[src/hdl/tcs_cfg.svh]
`ifndef TCS_CFG_SVH
`define TCS_CFG_SVH

// ==========================================================
// Clock and timing
`define TCS_CLK_PERIOD_NS 8
`define TCS_POWERUP_NS 1500000
`define TCS_CONV_NS 15500000
`define TCS_TIMEOUT_MIN_NS 20000000
`define TCS_TIMEOUT_MAX_NS 40000000
`define TCS_CYCLE_STEP_NS 250000000

// ==========================================================
// Register byte offsets
`define TCS_ADDR_RESULT 8'h00
`define TCS_ADDR_CONFIG 8'h04
`define TCS_ADDR_HIGH 8'h08
`define TCS_ADDR_LOW 8'h0c
`define TCS_ADDR_STATUS 8'h10

// ==========================================================
// Configuration field positions
`define TCS_CFG_READY_BIT 13
`define TCS_CFG_MODE_LSB 10
`define TCS_CFG_CONV_LSB 7
`define TCS_CFG_AVG_LSB 5
`define TCS_CFG_PIN_BIT 2

// ==========================================================
// Codes and reset values
`define TCS_MODE_CONT 2'b00
`define TCS_MODE_HALT 2'b01
`define TCS_MODE_ONESHOT 2'b11
`define TCS_AVG_NONE 2'b00
`define TCS_AVG_SHIFT 3
`define TCS_AVG_LAST 3'h7
`define TCS_RESULT_RST 16'h8000
`define TCS_MODE_RST 2'b00
`define TCS_CONV_RST 3'h3
`define TCS_AVG_RST 2'b01
`define TCS_HIGH_RST 16'h7fff
`define TCS_LOW_RST 16'h8000

`endif

[src/hdl/tcs_pkg.sv]
package tcs_pkg;

  // Gray order along load, active, standby
  typedef enum logic [2:0] {
    st_load = 3'b000,
    st_active = 3'b001,
    st_standby = 3'b011,
    st_halt = 3'b010
  } tcs_state_type;

endpackage

[src/hdl/tcs_sync.sv]
`timescale 1ns/1ps
`default_nettype none

module tcs_sync #(
  parameter int WIDTH = 1
) (
  // Clock and reset
  input wire logic clk_in,
  input wire logic rst_n_in,
  // Data
  input wire logic [WIDTH-1:0] d_in,
  output logic [WIDTH-1:0] q_out
);

  logic [WIDTH-1:0] meta;

  always_ff @(posedge clk_in) begin
    if (!rst_n_in) begin
      meta <= '0;
      q_out <= '0;
    end else begin
      meta <= d_in;
      q_out <= meta;
    end
  end

endmodule

`default_nettype wire

[src/hdl/tcs_sequencer.sv]
`timescale 1ns/1ps
`default_nettype none
`include "tcs_cfg.svh"

module tcs_sequencer #(
  parameter int ADDR_W = 8,
  parameter int POWERUP_CYC =
    (`TCS_POWERUP_NS + `TCS_CLK_PERIOD_NS - 1) / `TCS_CLK_PERIOD_NS,
  parameter int CONV_CYC =
    (`TCS_CONV_NS + `TCS_CLK_PERIOD_NS - 1) / `TCS_CLK_PERIOD_NS,
  parameter int TIMEOUT_CYC =
    (`TCS_TIMEOUT_MIN_NS + `TCS_CLK_PERIOD_NS - 1) / `TCS_CLK_PERIOD_NS,
  parameter int CYCLE_STEP_CYC = `TCS_CYCLE_STEP_NS / `TCS_CLK_PERIOD_NS
) (
  // Clock and reset
  input wire logic sys_clk_in,
  input wire logic rst_n_in,
  // APB slave
  input wire logic psel_in,
  input wire logic penable_in,
  input wire logic pwrite_in,
  input wire logic [ADDR_W-1:0] paddr_in,
  input wire logic [31:0] pwdata_in,
  output logic [31:0] prdata_out,
  output logic pready_out,
  output logic pslverr_out,
  // Serial bus watch
  input wire logic scl_in,
  input wire logic bus_sda_hold_in,
  output logic sda_release_out,
  // Converter front end
  output logic adc_active_out,
  input wire logic [15:0] adc_sample_in,
  // Pins
  input wire logic startup_halt_in,
  output logic alert_out
);

  localparam logic [31:0] PU_LAST = 32'(POWERUP_CYC - 1);
  localparam logic [31:0] CONV_LAST = 32'(CONV_CYC - 1);
  localparam logic [31:0] TO_LAST = 32'(TIMEOUT_CYC - 1);
  localparam logic [31:0] STEP_CYC = 32'(CYCLE_STEP_CYC);

  // ==========================================================
  // Pin synchronisers
  logic [1:0] pins_s;
  logic scl_s;
  logic strap_s;
  logic scl_d;
  logic scl_edge;

  tcs_sync #(.WIDTH(2)) u_sync (
    .clk_in(sys_clk_in),
    .rst_n_in(rst_n_in),
    .d_in({startup_halt_in, scl_in}),
    .q_out(pins_s)
  );

  assign scl_s = pins_s[0];
  assign strap_s = pins_s[1];

  always_ff @(posedge sys_clk_in) begin
    if (!rst_n_in) begin
      scl_d <= 1'b0;
    end else begin
      scl_d <= scl_s;
    end
  end

  assign scl_edge = scl_s ^ scl_d;

  // ==========================================================
  // Bus inactivity timeout
  logic [31:0] to_cnt;

  always_ff @(posedge sys_clk_in) begin
    if (!rst_n_in) begin
      to_cnt <= 32'h0;
      sda_release_out <= 1'b0;
    end else if (!bus_sda_hold_in || scl_edge) begin
      to_cnt <= 32'h0;
      sda_release_out <= 1'b0;
    end else if (to_cnt == TO_LAST) begin
      sda_release_out <= 1'b1;
    end else begin
      to_cnt <= to_cnt + 32'h1;
    end
  end

  // ==========================================================
  // Registers and APB access
  tcs_pkg::tcs_state_type state;
  tcs_pkg::tcs_state_type next_state;
  logic load_busy;
  logic [31:0] pu_cnt;
  logic [1:0] conversion_mode_field;
  logic [2:0] cycle_time_field;
  logic [1:0] averaging_count_field;
  logic ready_on_pin_select;
  logic ready_flag;
  logic signed [15:0] result;
  logic signed [15:0] high_limit;
  logic signed [15:0] low_limit;
  logic apb_wr;
  logic apb_rd;
  logic addr_hit;
  logic [31:0] next_rdata;
  logic cfg_wr_ok;
  logic [1:0] wr_mode;
  logic rd_clear;
  logic conv_finish;
  logic pu_done;

  assign apb_wr = psel_in && penable_in && pwrite_in;
  assign apb_rd = psel_in && penable_in && !pwrite_in;
  assign pready_out = 1'b1;
  assign pslverr_out = psel_in && penable_in && !addr_hit;
  assign cfg_wr_ok = apb_wr && !load_busy &&
    paddr_in == ADDR_W'(`TCS_ADDR_CONFIG);
  assign wr_mode = pwdata_in[`TCS_CFG_MODE_LSB +: 2];
  assign rd_clear = apb_rd && (paddr_in == ADDR_W'(`TCS_ADDR_RESULT) ||
    paddr_in == ADDR_W'(`TCS_ADDR_CONFIG));

  always_comb begin
    next_rdata = 32'h0;
    addr_hit = 1'b1;
    if (paddr_in == ADDR_W'(`TCS_ADDR_RESULT)) begin
      next_rdata[15:0] = result;
    end else if (paddr_in == ADDR_W'(`TCS_ADDR_CONFIG)) begin
      next_rdata[`TCS_CFG_READY_BIT] = ready_flag;
      next_rdata[`TCS_CFG_MODE_LSB +: 2] = conversion_mode_field;
      next_rdata[`TCS_CFG_CONV_LSB +: 3] = cycle_time_field;
      next_rdata[`TCS_CFG_AVG_LSB +: 2] = averaging_count_field;
      next_rdata[`TCS_CFG_PIN_BIT] = ready_on_pin_select;
    end else if (paddr_in == ADDR_W'(`TCS_ADDR_HIGH)) begin
      next_rdata[15:0] = high_limit;
    end else if (paddr_in == ADDR_W'(`TCS_ADDR_LOW)) begin
      next_rdata[15:0] = low_limit;
    end else if (paddr_in == ADDR_W'(`TCS_ADDR_STATUS)) begin
      next_rdata[0] = load_busy;
      next_rdata[3:1] = state;
    end else begin
      addr_hit = 1'b0;
    end
  end

  // Read data is captured in the setup cycle so the access cycle needs no wait
  always_ff @(posedge sys_clk_in) begin
    if (!rst_n_in) begin
      prdata_out <= 32'h0;
    end else if (psel_in && !penable_in && !pwrite_in) begin
      prdata_out <= next_rdata;
    end
  end

  always_ff @(posedge sys_clk_in) begin
    if (!rst_n_in) begin
      cycle_time_field <= `TCS_CONV_RST;
      averaging_count_field <= `TCS_AVG_RST;
      ready_on_pin_select <= 1'b0;
    end else if (cfg_wr_ok) begin
      cycle_time_field <= pwdata_in[`TCS_CFG_CONV_LSB +: 3];
      averaging_count_field <= pwdata_in[`TCS_CFG_AVG_LSB +: 2];
      ready_on_pin_select <= pwdata_in[`TCS_CFG_PIN_BIT];
    end
  end

  always_ff @(posedge sys_clk_in) begin
    if (!rst_n_in) begin
      high_limit <= `TCS_HIGH_RST;
      low_limit <= `TCS_LOW_RST;
    end else if (apb_wr && !load_busy) begin
      if (paddr_in == ADDR_W'(`TCS_ADDR_HIGH)) begin
        high_limit <= pwdata_in[15:0];
      end else if (paddr_in == ADDR_W'(`TCS_ADDR_LOW)) begin
        low_limit <= pwdata_in[15:0];
      end
    end
  end

  // Strap is sampled only while loading, never under reset
  always_ff @(posedge sys_clk_in) begin
    if (!rst_n_in) begin
      conversion_mode_field <= `TCS_MODE_RST;
    end else if (load_busy) begin
      conversion_mode_field <= strap_s ? `TCS_MODE_HALT : `TCS_MODE_RST;
    end else if (cfg_wr_ok) begin
      conversion_mode_field <= wr_mode;
    end else if (conv_finish && conversion_mode_field == `TCS_MODE_ONESHOT) begin
      conversion_mode_field <= `TCS_MODE_HALT;
    end
  end

  // ==========================================================
  // Power-up load interval
  assign pu_done = load_busy && pu_cnt == PU_LAST;

  always_ff @(posedge sys_clk_in) begin
    if (!rst_n_in) begin
      load_busy <= 1'b1;
      pu_cnt <= 32'h0;
    end else if (pu_done) begin
      load_busy <= 1'b0;
    end else if (load_busy) begin
      pu_cnt <= pu_cnt + 32'h1;
    end
  end

  // ==========================================================
  // Conversion sequencing
  logic [31:0] slot_cnt;
  logic [31:0] cyc_cnt;
  logic [31:0] cycle_len;
  logic [2:0] conv_idx;
  logic slot_end;
  logic avg_on;
  logic cycle_over;
  logic restart;
  logic signed [18:0] acc;
  logic signed [18:0] next_sum;
  logic signed [18:0] avg_value;

  assign avg_on = averaging_count_field != `TCS_AVG_NONE;
  assign slot_end = state == tcs_pkg::st_active && slot_cnt == CONV_LAST;
  assign conv_finish = slot_end &&
    conv_idx == (avg_on ? `TCS_AVG_LAST : 3'h0);
  assign cycle_len = STEP_CYC * {28'h0, {1'b0, cycle_time_field} + 4'h1};
  assign cycle_over = cyc_cnt >= cycle_len - 32'h1;
  assign next_sum = acc + {{3{adc_sample_in[15]}}, adc_sample_in};
  assign avg_value = avg_on ? (next_sum >>> `TCS_AVG_SHIFT) : next_sum;

  always_comb begin
    next_state = state;
    restart = 1'b0;
    case (state)
      tcs_pkg::st_load: begin
        if (pu_done && strap_s) begin
          next_state = tcs_pkg::st_halt;
        end else if (pu_done) begin
          next_state = tcs_pkg::st_active;
          restart = 1'b1;
        end
      end
      default: begin
        if (cfg_wr_ok && wr_mode == `TCS_MODE_HALT) begin
          next_state = tcs_pkg::st_halt;
        end else if (cfg_wr_ok && wr_mode == `TCS_MODE_ONESHOT) begin
          next_state = tcs_pkg::st_active;
          restart = 1'b1;
        end else if (cfg_wr_ok && state == tcs_pkg::st_halt) begin
          next_state = tcs_pkg::st_active;
          restart = 1'b1;
        end else if (conv_finish && conversion_mode_field == `TCS_MODE_ONESHOT) begin
          next_state = tcs_pkg::st_halt;
        end else if (conv_finish && cycle_over) begin
          restart = 1'b1;
        end else if (conv_finish) begin
          next_state = tcs_pkg::st_standby;
        end else if (state == tcs_pkg::st_standby && cycle_over) begin
          next_state = tcs_pkg::st_active;
          restart = 1'b1;
        end
      end
    endcase
  end

  always_ff @(posedge sys_clk_in) begin
    if (!rst_n_in) begin
      state <= tcs_pkg::st_load;
    end else begin
      state <= next_state;
    end
  end

  // Averaging uses the same path in every mode
  always_ff @(posedge sys_clk_in) begin
    if (!rst_n_in) begin
      slot_cnt <= 32'h0;
      conv_idx <= 3'h0;
      acc <= 19'sh0;
    end else if (restart) begin
      slot_cnt <= 32'h0;
      conv_idx <= 3'h0;
      acc <= 19'sh0;
    end else if (slot_end) begin
      slot_cnt <= 32'h0;
      conv_idx <= conv_idx + 3'h1;
      acc <= next_sum;
    end else if (state == tcs_pkg::st_active) begin
      slot_cnt <= slot_cnt + 32'h1;
    end
  end

  always_ff @(posedge sys_clk_in) begin
    if (!rst_n_in) begin
      cyc_cnt <= 32'h0;
    end else if (restart) begin
      cyc_cnt <= 32'h0;
    end else if (state == tcs_pkg::st_active || state == tcs_pkg::st_standby) begin
      cyc_cnt <= cyc_cnt + 32'h1;
    end
  end

  assign adc_active_out = state == tcs_pkg::st_active;

  // ==========================================================
  // Result, ready flag and alert pin
  always_ff @(posedge sys_clk_in) begin
    if (!rst_n_in) begin
      result <= `TCS_RESULT_RST;
    end else if (conv_finish) begin
      result <= avg_value[15:0];
    end
  end

  // Set beats a clearing read in the same cycle so no update is missed
  always_ff @(posedge sys_clk_in) begin
    if (!rst_n_in) begin
      ready_flag <= 1'b0;
    end else if (conv_finish) begin
      ready_flag <= 1'b1;
    end else if (rd_clear) begin
      ready_flag <= 1'b0;
    end
  end

  always_ff @(posedge sys_clk_in) begin
    if (!rst_n_in) begin
      alert_out <= 1'b0;
    end else begin
      alert_out <= ready_on_pin_select && ready_flag;
    end
  end

  // ==========================================================
  // Checks
  logic seen_done;

  always_ff @(posedge sys_clk_in) begin
    if (!rst_n_in) begin
      seen_done <= 1'b0;
    end else if (conv_finish) begin
      seen_done <= 1'b1;
    end
  end
endmodule

`default_nettype wire

[config.mk]
export PLATFORM = sky130hd
export DESIGN_NAME = tcs_sequencer
export DESIGN_NICKNAME = d
export VERILOG_FILES = /design/src/hdl/tcs_pkg.sv /design/src/hdl/tcs_sync.sv /design/src/hdl/tcs_sequencer.sv
export VERILOG_INCLUDE_DIRS = /design/src /design/src/hdl
export SDC_FILE = /design/constraint.sdc
export NUM_CORES = 1
export LEC_CHECK = 0
export BUFFER_PORTS_ARGS = -buffer_cell sky130_fd_sc_hd__buf_2
export CAP_MARGIN = 20
export CORE_MARGIN = 4
export CORE_UTILIZATION = 40
export CTS_CLUSTER_DIAMETER = 200
export DETAILED_ROUTE_END_ITERATION = 10
export SYNTH_ARGS = -nofsm -noshare
export SYNTH_HDL_FRONTEND = slang
export SYNTH_HIERARCHICAL = 1
export SYNTH_SLANG_ARGS = --single-unit
[constraint.sdc]
create_clock -name sys_clk_in -period 7.7 [get_ports sys_clk_in]
set_input_delay 1.54 -clock sys_clk_in [delete_from_list [all_inputs] [get_ports sys_clk_in]]
set_output_delay 1.54 -clock sys_clk_in [all_outputs]
set_load 0.01 [all_outputs]
======== After elaboration in Yosys (flattened, before gate mapping) ========
Cells that the tools add are included.
cells by class
  add/sub/neg operators ................... 8
  $mul .................................... 1
  div/mod/pow operators ................... 0
  magnitude comparators ................... 1
  equality and inequality tests ........... 16
  shifts and indexed selects .............. 0
  multiplexer cells ....................... 45
  bitwise gates (word level) .............. 4
  reduce and logical (&&, ||, !) cells .... 41
operator list
  kind                   number
  $add 32x1->32 const B  4
  $mux 16                3
  $mux 3                 11
  $eq 32x18->1 const B   1
  $eq 32x21->1 const B   1
  $eq 32x22->1 const B   1
  $ge 32x32->1           1
  $sub 29x1->30 const B  1
  $mul 21x4->25 const A  1
  $mux 1                 21
  $logic_and 1x1->1      20
  $add 19x19->19         1
  $eq 8x4->1 const B     2
  $mux 12                1
  $mux 2                 6
  $eq 8x3->1 const B     1
  $eq 8x5->1 const B     1
  $logic_not 8->1        1
  $mux 4                 2
  $mux 7                 1
  $reduce_bool 7->1      1
  $eq 3x2->1 const B     2
  $ne 6x5->1 const B     1
  $reduce_and 3->1       2
  17 further kinds       29
storage, ports and cells
  register bits after elaboration ......... 234
  latch bits .............................. 0
  RAM bits ................................ 0
  bits in read-only memories .............. 0
  input bits .............................. 64
  memories ................................ 0

======== Longest topological paths before layout ========
  word-level depth ........................ 14
  mapped depth ............................ 29

======== Modules after synthesis ========
Netlist, hierarchy kept.
modules (own cells, without submodules)
  module         instances  cells an instance  area an instance (µm²)
  tcs_sequencer  1          1626               13489.2
  tcs_sync       1          8                  105.1

======== Worst setup path after synthesis ========
No wires, ideal clock.
  path type ............................... reg-to-reg
  start ................................... reg cycle_time_field[0]
  end ..................................... reg cyc_cnt[17]
  setup time .............................. 0.062 ns
  arrival ................................. 6.243 ns
  slack ................................... 1.395 ns
  stages on the path, launching flop included .. 28
  buffers on the path ..................... 3
  path through ............................ dfxtp_1 -> clkbuf_1 -> inv_1 -> ha_1 -> ha_1 -> xor2_1 -> ha_1 -> or2_2 -> ha_1 -> and3_1 -> nand2b_1 -> a311o_1 -> o211ai_1 -> nand2_1 -> xnor2_1 -> a2111oi_0 -> xnor2_1 -> ha_1 -> a21o_1 -> a21oi_1 -> o221ai_1 -> a2111oi_0 -> nor2_1 -> nor3_1 -> o211ai_4 -> buf_6 -> buf_8 -> nor2_4
on the way
  cells in the longest elaborated chain, start to end .. 14
  elaborated cells on any way between the ends .. 15
  classes of those cells .................. add/sub (2); mul (1); order compare (1); mux (8); reduce/logical (3)
ends and longest elaborated chain
  element                        RTL line              text
  start: declaration             tcs_sequencer.sv:97   logic [2:0] cycle_time_field;
  start signal: assignment       tcs_sequencer.sv:158  cycle_time_field <= `TCS_CONV_RST;
  start signal: assignment       tcs_sequencer.sv:162  cycle_time_field <= pwdata_in[`TCS_CFG_CONV_LSB +: 3];
  $add 3x1->4 (*)                tcs_sequencer.sv:227  assign cycle_len = STEP_CYC * {28'h0, {1'b0, cycle_time_field} + 4'h1};
  $mul 21x4->25 (*)              tcs_sequencer.sv:227
  $sub 29x1->30 (*)              tcs_sequencer.sv:228  assign cycle_over = cyc_cnt >= cycle_len - 32'h1;
  $ge 32x32->1 (*)               tcs_sequencer.sv:228
  $logic_and 1x1->1              tcs_sequencer.sv:259  end else if (state == tcs_pkg::st_standby && cycle_over) begin
  $mux 1                         tcs_sequencer.sv:259
  $mux 1                         tcs_sequencer.sv:257  end else if (conv_finish) begin
  $mux 1 (*)                     tcs_sequencer.sv:255  end else if (conv_finish && cycle_over) begin
  $mux 1 (*)                     tcs_sequencer.sv:253  end else if (conv_finish && conversion_mode_field == `TCS_MODE_ONESHOT) begin
  $mux 1 (*)                     tcs_sequencer.sv:250  end else if (cfg_wr_ok && state == tcs_pkg::st_halt) begin
  $mux 1 (*)                     tcs_sequencer.sv:247  end else if (cfg_wr_ok && wr_mode == `TCS_MODE_ONESHOT) begin
  $mux 1 (*)                     tcs_sequencer.sv:245  if (cfg_wr_ok && wr_mode == `TCS_MODE_HALT) begin
  $mux 1 (*)                     tcs_sequencer.sv:235  case (state)
  $reduce_or 2->1 (no line) (*)  --
  end signal: assignment         tcs_sequencer.sv:300  cyc_cnt <= cyc_cnt + 32'h1;
  end: declaration               tcs_sequencer.sv:212  logic [31:0] cyc_cnt;
Mark *: on every way between the ends. The rest lies on a longest branch, timed or not.
A chain may end at the register's enable or synchronous reset.

======== Final worst setup path ========
  start ................................... reg cycle_time_field[0]
  end ..................................... reg acc[1]
on the way
  cells in the longest elaborated chain, start to end .. 14
  elaborated cells on any way between the ends .. 15
  classes of those cells .................. add/sub (2); mul (1); order compare (1); mux (8); reduce/logical (3)
ends and longest elaborated chain
  element                        RTL line              text
  $add 3x1->4 (*)                tcs_sequencer.sv:227
  $mul 21x4->25 (*)              tcs_sequencer.sv:227
  $sub 29x1->30 (*)              tcs_sequencer.sv:228
  $ge 32x32->1 (*)               tcs_sequencer.sv:228
  $logic_and 1x1->1              tcs_sequencer.sv:259
  $mux 1                         tcs_sequencer.sv:259
  $mux 1                         tcs_sequencer.sv:257
  $mux 1 (*)                     tcs_sequencer.sv:255
  $mux 1 (*)                     tcs_sequencer.sv:253
  $mux 1 (*)                     tcs_sequencer.sv:250
  $mux 1 (*)                     tcs_sequencer.sv:247
  $mux 1 (*)                     tcs_sequencer.sv:245
  $mux 1 (*)                     tcs_sequencer.sv:235
  $reduce_or 2->1 (no line) (*)  --
  end signal: assignment         tcs_sequencer.sv:288  acc <= next_sum;
  end: declaration               tcs_sequencer.sv:219  logic signed [18:0] acc;
Marks and branches as above.

==> impl_metrics.json <==
{
  "ant_nets": 0,
  "cts_tree": "done",
  "rsz0062_at_grt": "no",
  "grt_usage_pct": 17.4,
  "outcome": "finished clean",
  "holdWs_ns": 0.450,
  "ys_ff_latch": 233,
  "gp_congestion": 0.863,
  "seq_area_frac_synth_pct": 34.3,
  "powerDensity_nw_per_um2": 172,
  "fill_cells": 3350,
  "dp_hpwl_um": 23800,
  "grt_max_degree": 43,
  "portBuffers": 67,
  "vdd_drop_max_mv": 0.152,
  "cpPeakStageDelay_ns": 0.49,
  "diodes": 0,
  "min_path_type": "register to register",
  "wl_um": 32600,
  "hold_violations": 0,
  "syn_to_final_growth_pct": 11.4,
  "overflow": 0,
  "tightestPinTransition_ns": 0.972,
  "arrival_ns": 7.40,
  "clockRootBuffer": "clkbuf_16",
  "cp_common_cell": "ha_1",
  "syn_avg_cell_area_um2": 8.32,
  "fin_skew_ns": 0.0233,
  "slew_headroom_pct": 34.6,
  "ctsHoldBuffers": 0,
  "cp_slowest_cell": "a2111oi_0",
  "yosysWarnings": 6,
  "synth_edf_count": 0,
  "power.leakage_nw": 5.83,
  "synth_cells": 1634,
  "setup_tns_ns": 0,
  "cts_sinks": 233,
  "startpoint_type": "register",
  "wl_per_cell_um": 15.2,
  "dr.first_iter.drc_count": 702,
  "drv_cap": 0,
  "period_share_pct": 89.9,
  "final_cells": 2147,
  "grt_pass1_vias": 10700,
  "clk_path_buf_depth": 3,
  "drive_gt1_share_pct": 11.5,
  "insertion_delay_ns": 0.55,
  "fin_crit_ns": 6.92,
  "dpl.cell_count": 2098,
  "htreeDepth": 1,
  "die_w_um": 192,
  "clkTransAtPathRegs_ns": 0.06,
  "max_freq_ghz": 0.144,
  "layout_common_cells": "dfxtp_1 (233), nand2_1 (202), nor2_1 (176), a21oi_1 (111), xnor2_1 (91)",
  "path_class": "register to register",
  "num_io_pins": 101,
  "die-area_um2": 37000,
  "vias": 11300,
  "initial_core_util_pct": 40.5,
  "syn_area_um2": 13600,
  "final_common_cell": "dfxtp_1",
  "cts_made_buffers": 26,
  "nNetsFinal": 1837,
  "first_pass_iters": 5,
  "core-area_um2": 33500,
  "grt_pass1_wl_um": 53800,
  "synthArstFlopShare_pct": 0,
  "num_rows": 67,
  "crit_fanout": 42,
  "synth.distinct_cells": 72,
  "maxSlewViolCount": 0,
  "post_cts_buffers": 0,
  "cts_resized": 0,
  "grt_antenna_before_repair": 0,
  "design_power_total_w": 0.00260,
  "drc": 0,
  "crit_path_end_kind": "register",
  "critPathRequiredTime_ns": 8.18,
  "setup-violations-final": 0,
  "via_per_inst": 5.27,
  "ys_dominant_reg_cell": "dfxtp_1",
  "fp.dieH_um": 192
}
metrics by stage:
stage | utilization, % | area (µm²) | setup WS (ns)
detailed placement | 42.5 | 14200 | 0.799
global placement | 42.5 | 14200 | 0.844
global route | 45.2 | 15100 | 0.149
floorplan | - | 13700 | 1.39
finish | 45.2 | 15100 | 0.777
CTS | 45.1 | 15100 | 0.757
where the power goes:
| group | leakage [nW] | internal [W] | switching, W | total, W |
|---|---|---|---|---|
| sequential | 1.88 | 0.00121 | 0.00000241 | 0.00121 |
| combinational | 3.51 | 0.0000355 | 0.0000728 | 0.000108 |
| clock | 0.438 | 0.000762 | 0.000519 | 0.00128 |
| total | 5.83 | 0.00201 | 0.000594 | 0.00260 |
cells in the mapped netlist (all sizes together) (23+ instances only):
cell    number  area (µm²)
dfxtp      233        4660
nor2       215        1030
nand2      202         758
a21oi      111         556
xnor2       91         797
ha          90        1130
nand3       87         435
xor2        80         701
clkbuf      54         203
nor3        50         255
o21ai       47         239
inv         39         146
nand4       31         194
and3        30         188
buf         28         236
nor4        23         144
sequential cells by signal, summed over array words and instances (netlist names), 19 cells and up:
signal    count
pu_cnt       32
acc          19
slot_cnt     32
cyc_cnt      32
to_cnt       32
metal layers:
layer | GRT usage, % | wire, µm | vias up | part of all wire, %
met2 | 27.9 | 14600 | 192 | 45
met3 | 3.11 | 1590 | 32 | 4.9
met5 | 0 | 0 | - | 0
li1 | - | - | 5781 | -
met4 | 3.32 | 485 | 0 | 1.5
met1 | 24.8 | 15900 | 5316 | 49
area by class of cell:
class                      instances  area (µm²)  area share, %
clock buffer                      33         717           4.74
timing repair buffer              80         458           3.02
multi-input combinational       1299        8420           55.6
clock inverter                    15         174           1.15
inverter                          39         146          0.967
tap                              448         561           3.70
sequential                       233        4660           30.8
worst paths after layout:
kind	to	slack (ns)	start	cells after the start
max	acc[1]	0.78	cycle_time_field[0]	27
min	low_limit[10]	0.45	low_limit[10]	2
max reg2reg	acc[1]	0.78	cycle_time_field[0]	27
min reg2reg	low_limit[10]	0.45	low_limit[10]	2
kinds of logic (layout without fill, tap and decap cells):
kind of cell             count (synthesis)  count (layout)  synth area share (%)
flip-flops                             233             233                  34.3
multiplexers                            26              26                  2.70
buffers and inverters                  121             167                  4.31
AO/OA/AOI/OAI                          261             261                  12.0
adder cells (fa/ha/maj)                 94              94                  8.87
AND/OR/NAND/NOR                        726             726                  26.7
other                                    2              21                0.0552
XOR/XNOR                               171             171                  11.0
critical path: cells and delay by family (launching register included):
family	cells	cell delay, ns
compound gates	9	2.32
xor+xnor	3	0.47
fa+ha+maj	4	1.15
buf+inv	4	0.81
flops	1	0.48
simple gates	7	1.59
(Power assumes the default switching activity.)
